<file path="src/design/obl_params.svh">
// Constants for the option bit loader.
// Behaviour
// - Reprogrammed option bytes take effect only after the next reset.
// - Every reset, system or stop recovery, reloads option bytes into latches.
// - Loading completes before the core is released from reset.
// - Option latches are not reachable by software reads or writes.
// - User option bytes come from program addresses zero and one.
// - Page zero erase clears option bytes; erased values apply next reset.
// - Trim bytes live in the information page; program erase spares them.
// - Trim data writes change only the volatile working copy.
// - Trim index write then data write updates that working trim byte.
// - Trim index write then data read returns that working trim byte.
// - Trim indices reach only information offsets 20h to 3Fh.
// - Byte zero bit 7 picks watchdog response; 1 means reset.
// - Byte zero bit 6 low forces watchdog on from power-up.
// - Bits 5:4 select oscillator mode; 01 reserved, 11 default.
// - Bit 3 high keeps brown-out protection always on.
// - Bit 2 low blocks external code access and limits debugging.
// - Bit 1 selects program RAM mapping; high maps at E000h.
// - Bit 0 low blocks user programming and erase of flash.
`ifndef OBL_PARAMS_SVH
`define OBL_PARAMS_SVH
`define OBL_OPT0_ADDR     16'h0000
`define OBL_OPT1_ADDR     16'h0001
`define OBL_TRIM_BASE     8'h20
`define OBL_TRIM_COUNT    32
`define OBL_TRIM_IDX_MASK 8'h1F
`define OBL_ERASED_BYTE   8'hFF
`define OBL_TRIM_ADR_REG  12'hFF6
`define OBL_TRIM_DAT_REG  12'hFF7
`define OBL_BIT_WD_RESP   7
`define OBL_BIT_WD_ON_N   6
`define OBL_OSC_HI        5
`define OBL_OSC_LO        4
`define OBL_BIT_BO_ON     3
`define OBL_BIT_RD_GRD_N  2
`define OBL_BIT_PRAM_SEL  1
`define OBL_BIT_WR_GRD_N  0
`endif

</file>
<file path="src/design/obl_pkg.sv">
// Types for the option bit loader.
package obl_pkg;
   typedef enum logic [4:0] {
      OBL_IDLE = 5'b00001,
      OBL_OPT0 = 5'b00010,
      OBL_OPT1 = 5'b00100,
      OBL_TRIM = 5'b01000,
      OBL_DONE = 5'b10000
   } obl_state_e;

   typedef struct packed {
      logic       watchdogResponseSelect;
      logic       watchdogAlwaysOnN;
      logic [1:0] oscillatorModeField;
      logic       brownoutAlwaysOn;
      logic       codeReadGuardN;
      logic       programRamMapSelect;
      logic       flashWriteGuardN;
   } obl_opt0_s;

   typedef struct packed {
      logic        rd;
      logic        wr;
      logic [11:0] addr;
      logic [7:0]  wdata;
   } obl_reg_req_s;
endpackage : obl_pkg

</file>
<file path="src/design/obl_loader.sv">
// Option byte and trim loader that holds the core in reset until done.
`timescale 1ns/1ps
`default_nettype none
`include "obl_params.svh"
module obl_loader #(
   parameter int TRIM_COUNT = `OBL_TRIM_COUNT
) (
   // Clock and resets
   input  wire logic               clk,
   input  wire logic               rst,
   input  wire logic               stopRecovery,
   // Flash read port, data valid the cycle after the request
   output logic                    flashRd,
   output logic                    flashInfo,
   output logic [15:0]             flashAddr,
   input  wire logic [7:0]         flashData,
   // Register port from the core
   input  wire obl_pkg::obl_reg_req_s regReq,
   output logic [7:0]              regRdata,
   output logic                    regHit,
   // Core reset hold
   output logic                    coreResetHold,
   // Decoded option settings
   output obl_pkg::obl_opt0_s      opt0,
   output logic [7:0]              opt1,
   output logic                    watchdogResponseSelect,
   output logic                    watchdogAlwaysOnN,
   output logic [1:0]              oscillatorModeField,
   output logic                    brownoutAlwaysOn,
   output logic                    codeReadGuardN,
   output logic                    programRamMapSelect,
   output logic                    flashWriteGuardN,
   output logic [8*TRIM_COUNT-1:0] trimFlat
);
   import obl_pkg::*;

   obl_state_e state_r;
   obl_state_e state_nxt;
   logic [4:0] cnt_r;
   logic [4:0] cnt_nxt;
   logic       pend_r;
   logic       pend_nxt;
   logic [7:0] opt0_r;
   logic [7:0] opt0_nxt;
   logic [7:0] opt1_r;
   logic [7:0] opt1_nxt;
   logic       hold_r;
   logic       hold_nxt;
   logic       fillWe;
   logic       reload;
   obl_reg_req_s gatedReq;

   // Stop recovery reloads like a system reset, except that only system reset clears the trim index.
   assign reload = rst | stopRecovery;

   always_comb begin
      state_nxt = state_r;
      cnt_nxt   = cnt_r;
      pend_nxt  = 1'b0;
      opt0_nxt  = opt0_r;
      opt1_nxt  = opt1_r;
      hold_nxt  = hold_r;
      flashRd   = 1'b0;
      flashInfo = 1'b0;
      flashAddr = 16'h0000;
      fillWe    = 1'b0;
      case (state_r)
         OBL_IDLE: begin
            hold_nxt  = 1'b1;
            state_nxt = OBL_OPT0;
         end
         OBL_OPT0: begin
            flashRd   = ~pend_r;
            flashAddr = `OBL_OPT0_ADDR;
            pend_nxt  = ~pend_r;
            if (pend_r) begin
               opt0_nxt  = flashData;
               state_nxt = OBL_OPT1;
            end
         end
         OBL_OPT1: begin
            flashRd   = ~pend_r;
            flashAddr = `OBL_OPT1_ADDR;
            pend_nxt  = ~pend_r;
            if (pend_r) begin
               opt1_nxt  = flashData;
               cnt_nxt   = 5'd0;
               state_nxt = OBL_TRIM;
            end
         end
         OBL_TRIM: begin
            // Trims come from the information page, untouched by erase.
            flashRd   = ~pend_r;
            flashInfo = 1'b1;
            flashAddr = {8'h00, `OBL_TRIM_BASE + {3'b000, cnt_r}};
            pend_nxt  = ~pend_r;
            if (pend_r) begin
               fillWe  = 1'b1;
               cnt_nxt = cnt_r + 5'd1;
               if (cnt_r == 5'(TRIM_COUNT - 1)) begin
                  state_nxt = OBL_DONE;
               end
            end
         end
         OBL_DONE: begin
            hold_nxt = 1'b0;
         end
         default: begin
            state_nxt = OBL_IDLE;
         end
      endcase
   end

   // Latches change only during a load, never on a later flash update.
   always_ff @(posedge clk) begin
      if (reload) begin
         state_r <= OBL_IDLE;
         cnt_r   <= 5'd0;
         pend_r  <= 1'b0;
         hold_r  <= 1'b1;
         opt0_r  <= `OBL_ERASED_BYTE;
         opt1_r  <= `OBL_ERASED_BYTE;
      end else begin
         state_r <= state_nxt;
         cnt_r   <= cnt_nxt;
         pend_r  <= pend_nxt;
         hold_r  <= hold_nxt;
         opt0_r  <= opt0_nxt;
         opt1_r  <= opt1_nxt;
      end
   end

   // The core cannot touch registers while held, and the option latches
   // have no address at all. The reset level is included so that a request
   // in the first reset cycle is refused before the hold flop catches up.
   always_comb begin
      gatedReq    = regReq;
      gatedReq.rd = regReq.rd & ~(hold_r | reload);
      gatedReq.wr = regReq.wr & ~(hold_r | reload);
   end

   obl_trim_regs #(
      .TRIM_COUNT(TRIM_COUNT)
   ) uTrim (
      .clk      (clk),
      .rst      (rst),
      .req      (gatedReq),
      .rdata    (regRdata),
      .hit      (regHit),
      .fillWe   (fillWe),
      .fillIdx  (cnt_r),
      .fillData (flashData),
      .trimFlat (trimFlat)
   );

   assign coreResetHold = hold_r | reload;
   assign opt0 = opt0_r;
   assign opt1 = opt1_r;
   // Interrupt acceptance is left to the core's global enable.
   assign watchdogResponseSelect = opt0_r[`OBL_BIT_WD_RESP];
   assign watchdogAlwaysOnN      = opt0_r[`OBL_BIT_WD_ON_N];
   assign oscillatorModeField    = opt0_r[`OBL_OSC_HI:`OBL_OSC_LO];
   assign brownoutAlwaysOn       = opt0_r[`OBL_BIT_BO_ON];
   assign codeReadGuardN         = opt0_r[`OBL_BIT_RD_GRD_N];
   assign programRamMapSelect    = opt0_r[`OBL_BIT_PRAM_SEL];
   assign flashWriteGuardN       = opt0_r[`OBL_BIT_WR_GRD_N];
endmodule : obl_loader
`default_nettype wire

</file>
<file path="src/design/obl_trim_regs.sv">
// Trim index and trim working copy register access.
`timescale 1ns/1ps
`default_nettype none
`include "obl_params.svh"
module obl_trim_regs #(
   parameter int TRIM_COUNT = `OBL_TRIM_COUNT
) (
   // Clock and reset
   input  wire logic               clk,
   input  wire logic               rst,
   // Register port
   input  wire obl_pkg::obl_reg_req_s req,
   output logic [7:0]              rdata,
   output logic                    hit,
   // Loader fill port
   input  wire logic               fillWe,
   input  wire logic [4:0]         fillIdx,
   input  wire logic [7:0]         fillData,
   // Working trim copy
   output logic [8*TRIM_COUNT-1:0] trimFlat
);
   import obl_pkg::*;

   logic [7:0] trimMem_r [TRIM_COUNT];
   logic [7:0] trimMem_nxt [TRIM_COUNT];
   logic [7:0] trimIndex_r;
   logic [7:0] trimIndex_nxt;
   logic [7:0] rdata_nxt;
   logic       idxSel;
   logic       datSel;

   // Only the low five bits select a byte, so no other page location leaks.
   function automatic logic [4:0] trimSlot(input logic [7:0] idx);
      trimSlot = 5'(idx & `OBL_TRIM_IDX_MASK);
   endfunction : trimSlot

   always_comb begin
      idxSel        = req.addr == `OBL_TRIM_ADR_REG;
      datSel        = req.addr == `OBL_TRIM_DAT_REG;
      hit           = (req.rd | req.wr) & (idxSel | datSel);
      trimIndex_nxt = trimIndex_r;
      trimMem_nxt   = trimMem_r;
      rdata_nxt     = 8'h00;
      if (req.wr && idxSel) begin
         trimIndex_nxt = req.wdata;
      end
      if (fillWe) begin
         trimMem_nxt[fillIdx] = fillData;
      end else if (req.wr && datSel) begin
         trimMem_nxt[trimSlot(trimIndex_r)] = req.wdata;
      end
      if (req.rd && datSel) begin
         rdata_nxt = trimMem_r[trimSlot(trimIndex_r)];
      end else if (req.rd && idxSel) begin
         rdata_nxt = trimIndex_r;
      end
   end

   // Working copy is not cleared by reset: it is refilled by the loader.
   always_ff @(posedge clk) begin
      trimMem_r <= trimMem_nxt;
      rdata     <= rdata_nxt;
      if (rst) begin
         trimIndex_r <= 8'h00;
      end else begin
         trimIndex_r <= trimIndex_nxt;
      end
   end

   always_comb begin
      for (int i = 0; i < TRIM_COUNT; i++) begin
         trimFlat[8*i +: 8] = trimMem_r[i];
      end
   end
endmodule : obl_trim_regs
`default_nettype wire

</file>
<file path="config.mk">
export PLATFORM = sky130hd
export DESIGN_NAME = obl_loader
export DESIGN_NICKNAME = d
export VERILOG_FILES = /design/src/design/obl_pkg.sv /design/src/design/obl_loader.sv /design/src/design/obl_trim_regs.sv
export VERILOG_INCLUDE_DIRS = /design/src /design/src/design
export SDC_FILE = /design/constraint.sdc
export NUM_CORES = 1
export LEC_CHECK = 0
export BUFFER_PORTS_ARGS = -buffer_cell sky130_fd_sc_hd__buf_4
export CAP_MARGIN = 20
export CORE_MARGIN = 8
export CORE_UTILIZATION = 30
export CTS_CLUSTER_DIAMETER = 50
export DETAILED_ROUTE_END_ITERATION = 8
export GPL_ROUTABILITY_DRIVEN = 0
export GPL_TIMING_DRIVEN = 0
export PLACE_DENSITY = 0.52
export SLEW_MARGIN = 25
export SYNTH_ARGS = -nofsm -noshare
export SYNTH_HDL_FRONTEND = slang
export SYNTH_SLANG_ARGS = --single-unit
</file>
<file path="constraint.sdc">
create_clock -name clk -period 2.7 [get_ports clk]
set_input_delay 0.27 -clock clk [delete_from_list [all_inputs] [get_ports clk]]
set_output_delay 0.27 -clock clk [all_outputs]
set_load 0.02 [all_outputs]
</file>
[Word-level counts from Yosys, hierarchy flattened]
Index checks and enable logic that the tools add are counted.
Word-level totals
  bits in latches: 0
  input port bits: 33
  output and inout bits: 308
  memory bits (writable): 0
  register bits: 300
  memories: 0
  ROM bits: 0
Cells by class
  shift-type cells: 0
  equality and inequality tests: 12
  add/subtract/negate cells: 2
  div/mod/pow operators: 0
  muxes and demuxes: 27
  reduce and logical (&&, ||, !) cells: 14
  multiply operators: 0
  order comparisons: 4
  bitwise gates (word level): 12
Operators by type and width (number)
  bitwise mux 256 bit: 2
  two-way mux 256 bit: 2
  demux 8 bit (select 5 bit): 2
  two-way mux 8 bit: 6
  binary-select mux 8 bit (select 5 bit): 1
  two-way mux 5 bit: 6
  one-hot mux 5 bit (5 select lines): 1
  equality test 12 bit, second input constant: 2
  one-hot mux 7 bit (2 select lines): 1
  >= comparator 6 bit, second input constant: 2
  < comparator 6 x 1 -> 1 bit, second input constant: 2
  inverter 5 -> 6 bit: 2
  equality test 5 bit, second input constant: 2
  one-hot mux 5 bit (2 select lines): 1
  inequality test 2 bit, second input constant: 4
  adder 6 x 5 -> 7 bit, first input constant: 1
  logical AND 1 bit: 6
  nonzero test 2 bit: 3
  adder 5 x 1 -> 5 bit, second input constant: 1
  equality test 5 x 1 -> 1 bit, second input constant: 1
  equality test 5 x 2 -> 1 bit, second input constant: 1
  equality test 5 x 3 -> 1 bit, second input constant: 1
  equality test 5 x 4 -> 1 bit, second input constant: 1
  AND reduction 5 bit: 1
  8 further kinds: 19

[Depth between registers and ports, before layout]
Gate-level depths: netlist of the first run.
  depth in word-level cells: 8
  depth in mapped cells: 10
  mapped depth without buffers: 8

[Modules after synthesis]
From an unflattened synthesis of the first run, not the netlist that was laid out.
Second synthesis, totals
  cell total of the unflattened synthesis: 1478
  area total of the unflattened synthesis: 15496.1 um^2
By module, submodules not included
  obl_trim_regs: instances 1, cells each 1303, area each 13945.9 um^2
  obl_loader: instances 1, cells each 175, area each 1550.2 um^2

[Worst setup path after synthesis of the first run]
OpenSTA, ideal clock, no wires.
  path type: input-to-reg
  start: in rst
  end: reg uTrim.trimMem_r, in the netlist uTrim.trimFlat[104] (enable)
  data required time: 2.312 ns
  stages on the path: 7
  data arrival time: 2.024 ns
  library setup time: 0.388 ns
  slack: 0.288 ns
  path through: buf_2 -> nor2_2 -> nand4_1 -> nor3_2 -> nand3_2 -> buf_2 -> o32ai_1
On the way
  cells in the longest elaborated chain, start to end: 6
RTL lines
  start: declaration: line obl_loader.sv:10  | input wire logic rst,
  OR 1 bit: line obl_loader.sv:54  | assign reload = rst | stopRecovery;
  OR 1 bit: line obl_loader.sv:139  | gatedReq.wr = regReq.wr & ~(hold_r | reload);
  inverter 1 bit: line obl_loader.sv:139
  AND 1 bit: line obl_loader.sv:139
  logical AND 1 bit: line obl_trim_regs.sv:49  | end else if (req.wr && datSel) begin
  nonzero test 2 bit (no source line)
  end signal: assignment: line obl_trim_regs.sv:61  | trimMem_r <= trimMem_nxt;
  end: declaration: line obl_trim_regs.sv:24  | logic [7:0] trimMem_r [TRIM_COUNT];
No other way between the ends.
A chain may end at the register's enable or synchronous reset.

[Final worst setup path of the first run]
  start: reg hold_r
  end: reg uTrim.trimMem_r, in the netlist uTrim.trimFlat[245] (enable)
On the way
  cells in the longest elaborated chain, start to end: 5
RTL lines
  start: declaration: line obl_loader.sv:47  | logic hold_r;
  start signal: assignment: line obl_loader.sv:127  | hold_r <= hold_nxt;
  OR 1 bit: line obl_loader.sv:139
  inverter 1 bit: line obl_loader.sv:139
  AND 1 bit: line obl_loader.sv:139
  logical AND 1 bit: line obl_trim_regs.sv:49
  nonzero test 2 bit (no source line)
No other way between the ends.

==> flow_summary.yaml, run 1 <==
run_status:
  status: "finished, violations left"
  failed_checks: "negative setup slack"
grt:
  grt_overflow: 0
  grt_max_degree: 15
  grt-busiest-layer: "met2"
  grtUsageMet1_pct: 32.3
  grt_pass1_wl_um: 109000
  antenna_found_initial: 1
  met2_usage_pct: 40.7
  grt.total_usage_pct: 25.7
  use_met3_pct: 7.29
  first_global_vias: 14000
worst_setup_path:
  regToRegSetupSlack_ps: -0.2
  endpoint_kind: "flop"
  critPathKind: "flop to flop"
  cp_top_family: "simple AND/OR/NAND/NOR gates"
  critPathMaxStageDelay_ps: 440
  r2r_end: "uTrim.trimFlat[245]"
  cp_slowest_cell: "clkbuf_4"
  path_cells: "nand4b_1 -> nor3_4 -> nand3_4 -> clkbuf_4 -> o32ai_2 -> buf_4"
  reg2reg_from: "hold_r"
  cp_num_cells: 6
  cp.arrival_ps: 2950
  crit_start: "hold_r"
  rr_worst_depth: 6
  crit_end: "uTrim.trimFlat[245]"
  critPathBufInv: 2
  crit_fanout: 10
  cp.required_ps: 2950
  cp-start-kind: "flop"
timing:
  hold_viol_final: 0
  setup_violations: 1
  hold_ws_ps: 77.7
  fmax_mhz: 370
  min_period_over_period_pct: 100
  tightest_slew_ps: 1150
  skew_ps: 16.1
  slew_headroom_pct: 23.6
  min_period_ps: 2700
  slew_violations: 0
  setup_tns_ps: -0.173
  finalWorstSetupSlack_ps: -0.173
logic_synthesis:
  syn_area_um2: 15600
  ys.flop_type: "edfxtp_1"
  syn_inst: 1296
  synth_cell_types: 63
  synth_seq_cells: 300
  yosysTopAreaCellShare_pct: 49.3
  synth_area_leader_cell: "edfxtp_1"
  synth_area_leaders: "edfxtp_1, o2bb2ai_1, mux2i_1, dfxtp_1, o22ai_1"
  synth-edff-count: 256
  async_reset_ff_share_pct: 0
  yosys.cell_count.top_type: "edfxtp_1"
  yosys_warnings: 0
  seq_area_frac_synth_pct: 55.0
  synthTopCellsByCount: "edfxtp_1, o2bb2ai_1, mux2i_1"
  syn_avg_cell_area_um2: 12.0
die:
  num_rows: 83
  start_util_pct: 30.4
  core_um2: 51300
  fp.dieH_um: 244
  ios: 341
  die_x_um: 244
  fp.dieArea_um2: 59500
placement:
  hpwl_um: 60700
  dpl_cell_area_um2: 18900
  io_buffers: 314
layout:
  fin_area_um2: 20800
  drive_gt1_share_pct: 32.9
  postLayoutCoreUtil_pct: 40.6
  fillers: 5016
  syn_to_final_growth_pct: 33.6
  nets: 1712
  multi_input_area_um2: 6680
  regArea_um2: 8570
detailed_routing:
  ant_nets: 0
  via_per_inst: 5.99
  wl_per_cell_um: 33.9
  drc_errors: 0
  dr.pass1.iters: 6
  vias: 14300
  drt_first_iter_violations: 2055
  wl_um: 80800
power_and_ir_drop:
  ir_drop_mv: 0.346
  p_leak_nw: 7.07
  powerDensity_nw_per_um2: 502
  power.total_mw: 10.5
clock_network:
  cts_tree: "yes"
  htree_levels: 2
  cts.sinks: 300
  path_clk_slew_ps: 60
  clock_latency_ps: 550
  clockBufferDepth: 3
  cts_root_buf: "clkbuf_16"
  numCtsBuffers: 37
hold_path:
  hp-class: "input port to flop"
run:
  drv_cap: 0
==> what timing repair did <==
item	4_1_cts	5_1_grt
hold endpoints to repair	2	0
buffers inserted	2	13
pin swaps	1	8
setup endpoints to repair	257	223
gates resized for setup	39	34
hold buffers	1	0
==> cells in the final DEF (no fill, tap or decap), types with 8 or more instances in the layout <==
| cell | synthesis | final |
|---|---|---|
| and3_1 | 12 | 12 |
| o32ai_4 | 0 | 11 |
| nor4_1 | 18 | 12 |
| buf_2 | 46 | 45 |
| nor4_2 | 2 | 8 |
| buf_12 | 0 | 9 |
| nor2_1 | 48 | 46 |
| nand2_2 | 8 | 8 |
| nor2_2 | 7 | 9 |
| nor2b_1 | 10 | 9 |
| clkbuf_16 | 0 | 37 |
| buf_1 | 20 | 20 |
| o21ai_0 | 38 | 38 |
| o22ai_4 | 0 | 9 |
| a21oi_1 | 22 | 22 |
| dfxtp_1 | 44 | 43 |
| nand2_1 | 75 | 75 |
| edfxtp_1 | 256 | 256 |
| clkbuf_2 | 3 | 11 |
| a22o_1 | 40 | 40 |
| conb_1 | 1 | 10 |
| nor3_1 | 23 | 23 |
| o2bb2ai_1 | 192 | 192 |
| o22ai_1 | 77 | 64 |
| buf_4 | 34 | 357 |
| nand3_1 | 27 | 26 |
| mux2i_1 | 136 | 136 |
| clkbuf_1 | 53 | 45 |
==> through the flow <==
step | setup WS [ps] | instances
after CTS | -118 | 2368
after global routing | -16.9 | 2380
after global placement | -998 | 2299
final | -0.173 | 2381
after floorplan | 288 | 1305
after detailed placement | -892 | 2301
==> cells by family (layout without fill, tap and decap cells) <==
family / after synthesis / after routing / synth area share, %
AO/OA/AOI/OAI: 397 / 397 / 19.5
other: 1 / 11 / 0.0241
flip-flops: 300 / 300 / 55.0
buffers and inverters: 165 / 560 / 5.40
AND/OR/NAND/NOR: 290 / 290 / 10.8
XOR/XNOR: 2 / 2 / 0.112
multiplexers: 136 / 136 / 8.74
adder cells (fa/ha/maj): 5 / 5 / 0.402
==> state kept, by name, summed over array words and instances (netlist names) <==
| signal | cells |
|---|---|
| opt0 | 8 |
| uTrim.trimFlat | 256 |
| pend_r | 1 |
| opt1 | 8 |
| uTrim.rdata | 8 |
| uTrim.trimIndex_r | 8 |
| state_r | 5 |
| hold_r | 1 |
| cnt_r | 5 |
==> per-layer routing <==
metal / vias up / part of all wire (%) / routed length [µm]
met5: - / 0.011 / 9
met4: 2 / 5.3 / 4240
met3: 228 / 12 / 9370
met2: 1081 / 45 / 36400
met1: 7066 / 38 / 30700
li1: 5891 / - / -
==> how the worst min path moves through the flow <==
stage | cells after the start | slack [ps] | endpoint | start
finish | 4 | 80 | cnt_r[0] | stopRecovery
global route | 3 | 80 | opt1[4] | flashData[4]
CTS | 3 | 60 | opt1[4] | flashData[4]
detailed placement | 2 | 500 | uTrim.trimIndex_r[7] | uTrim.trimIndex_r[7]
global placement | 2 | 480 | uTrim.trimIndex_r[7] | uTrim.trimIndex_r[7]
floorplan | 2 | 390 | hold_r | stopRecovery
==> worst min-delay path, delay by kind of cell <==
kind | cells | cell delay (ps)
AND/OR/NAND/NOR | 2 | 140
AO/OA/AOI/OAI | 1 | 60
buffers and inverters | 1 | 100
==> layout make-up <==
class,instances,share of cell area [%]
sequential,300,41.2
multi-input combinational,840,32.1
timing repair buffer,332,12.5
clock buffer,44,4.67
tap,680,4.09
buffer,158,4.03
clock inverter,21,1.30
inverter,5,0.0902
antenna,1,0.0120
==> report_power, final <==
| part | internal, mW | total [mW] | switching, mW |
|---|---|---|---|
| combinational | 0.0637 | 0.280 | 0.217 |
| sequential | 4.96 | 4.96 | 0.00440 |
| clock | 3.15 | 5.21 | 2.06 |
No activity file was read; power rests on OpenSTA's default activity.
==> inputs of run 2 (changes only) <==
Clock period 2.7 ns to 2.9 ns, I/O delays scaled along.
==> run 2 against run 1 <==
The run still ends with negative setup slack left. Setup slack got worse by 180 ps. Combinational power is 7.1% lower. Critical path depth stayed put. Clock skew grew 1.1 ps. Final area decreased by 2.2%. Routed wire length is 0.30% lower. Flip-flop and latch count did not move. Die area did not move. Non-clock buffer count down 13. Hold slack got worse by 56 ps. Total power decreased by 6.9%. Via count decreased by 0.19%.
==> flow_summary.yaml, run 2 (same netlist as run 1, synthesis figures left out) <==
power_and_ir_drop:
  powerDensity_nw_per_um2: 478
  p_leak_nw: 6.75
  ir_drop_mv: 0.320
clock_network:
  numCtsBuffers: 37
  cts_root_buf: "clkbuf_16"
  cts_tree: "yes"
  clock_latency_ps: 550
  path_clk_slew_ps: 70
  cts.sinks: 300
  clockBufferDepth: 3
  cts_hold_buf: 0
  htree_levels: 2
detailed_routing:
  wl_per_cell_um: 34.0
  dr.pass1.iters: 6
  wl_um: 80500
  drc_errors: 0
  vias: 14200
  ant_nets: 0
  via_per_inst: 6.01
  drt_first_iter_violations: 2010
grt:
  first_global_vias: 13900
  grt.total_usage_pct: 25.6
  antenna_found_initial: 1
  grt_pass1_wl_um: 109000
  grt_max_degree: 15
  grt_overflow: 0
worst_setup_path:
  cp.required_ps: 3060
  endpoint_kind: "flop"
  regToRegSetupSlack_ps: -180
  crit_fanout: 10
  cp.arrival_ps: 3230
  critPathKind: "flop to flop"
  cp-start-kind: "flop"
run_status:
  failed_checks: "negative setup slack"
  status: "finished, violations left"
timing:
  finalWorstSetupSlack_ps: -176
  tightest_slew_ps: 1240
  slew_headroom_pct: 17.0
  rsz0062_at_grt: "true"
  hold_viol_final: 0
  skew_ps: 17.3
  setup_violations: 88
  slew_violations: 0
  min_period_over_period_pct: 106
  fmax_mhz: 325
  min_period_ps: 3080
  hold_ws_ps: 21.6
  setup_tns_ps: -5310
die:
  core_um2: 51300
  start_util_pct: 30.4
  die_x_um: 244
  num_rows: 83
  fp.dieH_um: 244
  ios: 341
  fp.dieArea_um2: 59500
layout:
  layout_common_cells: "buf_4, edfxtp_1, o2bb2ai_1, mux2i_1, nand2_1"
  nets: 1699
  syn_to_final_growth_pct: 30.6
  largest_reg_flops: 256
  drive_gt1_share_pct: 31.1
  postLayoutCoreUtil_pct: 39.7
  fin_area_um2: 20400
  final_common_cell: "buf_4"
placement:
  io_buffers: 314
  hpwl_um: 60700
  dpl_cell_area_um2: 18900
run:
  drv_cap: 0
hold_path:
  hp-class: "input port to flop"
run 2: cell count changes in the layout (fill, tap and decap cells not counted), sizes merged:
| cell | change |
|---|---|
| buf | -12 |
| dlygate4sd3 | -1 |
run 2: through the flow:
stage	power [mW]	worst slack, ps	instances
final	9.73	-176	2368
after detailed placement	4.96	-692	2301
after floorplan	4.84	468	1305
after global placement	4.95	-818	2299
after global routing	9.90	-247	2367
after CTS	9.73	-153	2368
run 2: timing repair:
item | in CTS | in global routing
setup endpoints to repair | 176 | 155
endpoints found under the hold margin | 0 | 0
setup buffers | 2 | 0
gates resized for setup | 17 | 11
pin swaps | 1 | 0
run 2: worst paths after layout:
| check | start | to | cells after the start |
|---|---|---|---|
| max reg2reg | uTrim.trimIndex_r[0] | uTrim.trimFlat[213] | 6 |
| min reg2reg | uTrim.trimIndex_r[7] | uTrim.trimIndex_r[7] | 2 |
| max | uTrim.trimIndex_r[0] | uTrim.trimFlat[213] | 6 |
| min | stopRecovery | hold_r | 3 |
run 2: layout make-up:
class                           count  area (µm²)
Clock buffer                       44         972
Tap cell                          680         851
Antenna cell                        1        2.50
Timing Repair Buffer              318        2390
Fill cell                        5054       30900
Multi-Input combinational cell    840        6450
Buffer                            159         831
Inverter                            5        18.8
Sequential cell                   300        8570
Clock inverter                     21         272
run 2: critical path, stage by stage (launching register included):
cell and delay, ps:
dfxtp_1 330, buf_2 180, buf_4 200, buf_2 280, nor3b_1 760, nand2_1 120
o22ai_1 790
run 2: layer usage:
layer	vias up	GRT usage (%)	part of all wire, %
met3	218	7.54	11
met4	0	11.5	5.0
met5	-	0	0
met2	1078	40.5	45
met1	7078	32.1	38
li1	5867	-	-
run 2: power breakdown:
part	switching, mW	total (mW)	internal [mW]
clock	1.91	4.85	2.94
combinational	0.201	0.260	0.0584
sequential	0.00406	4.62	4.62
total	2.12	9.73	7.61
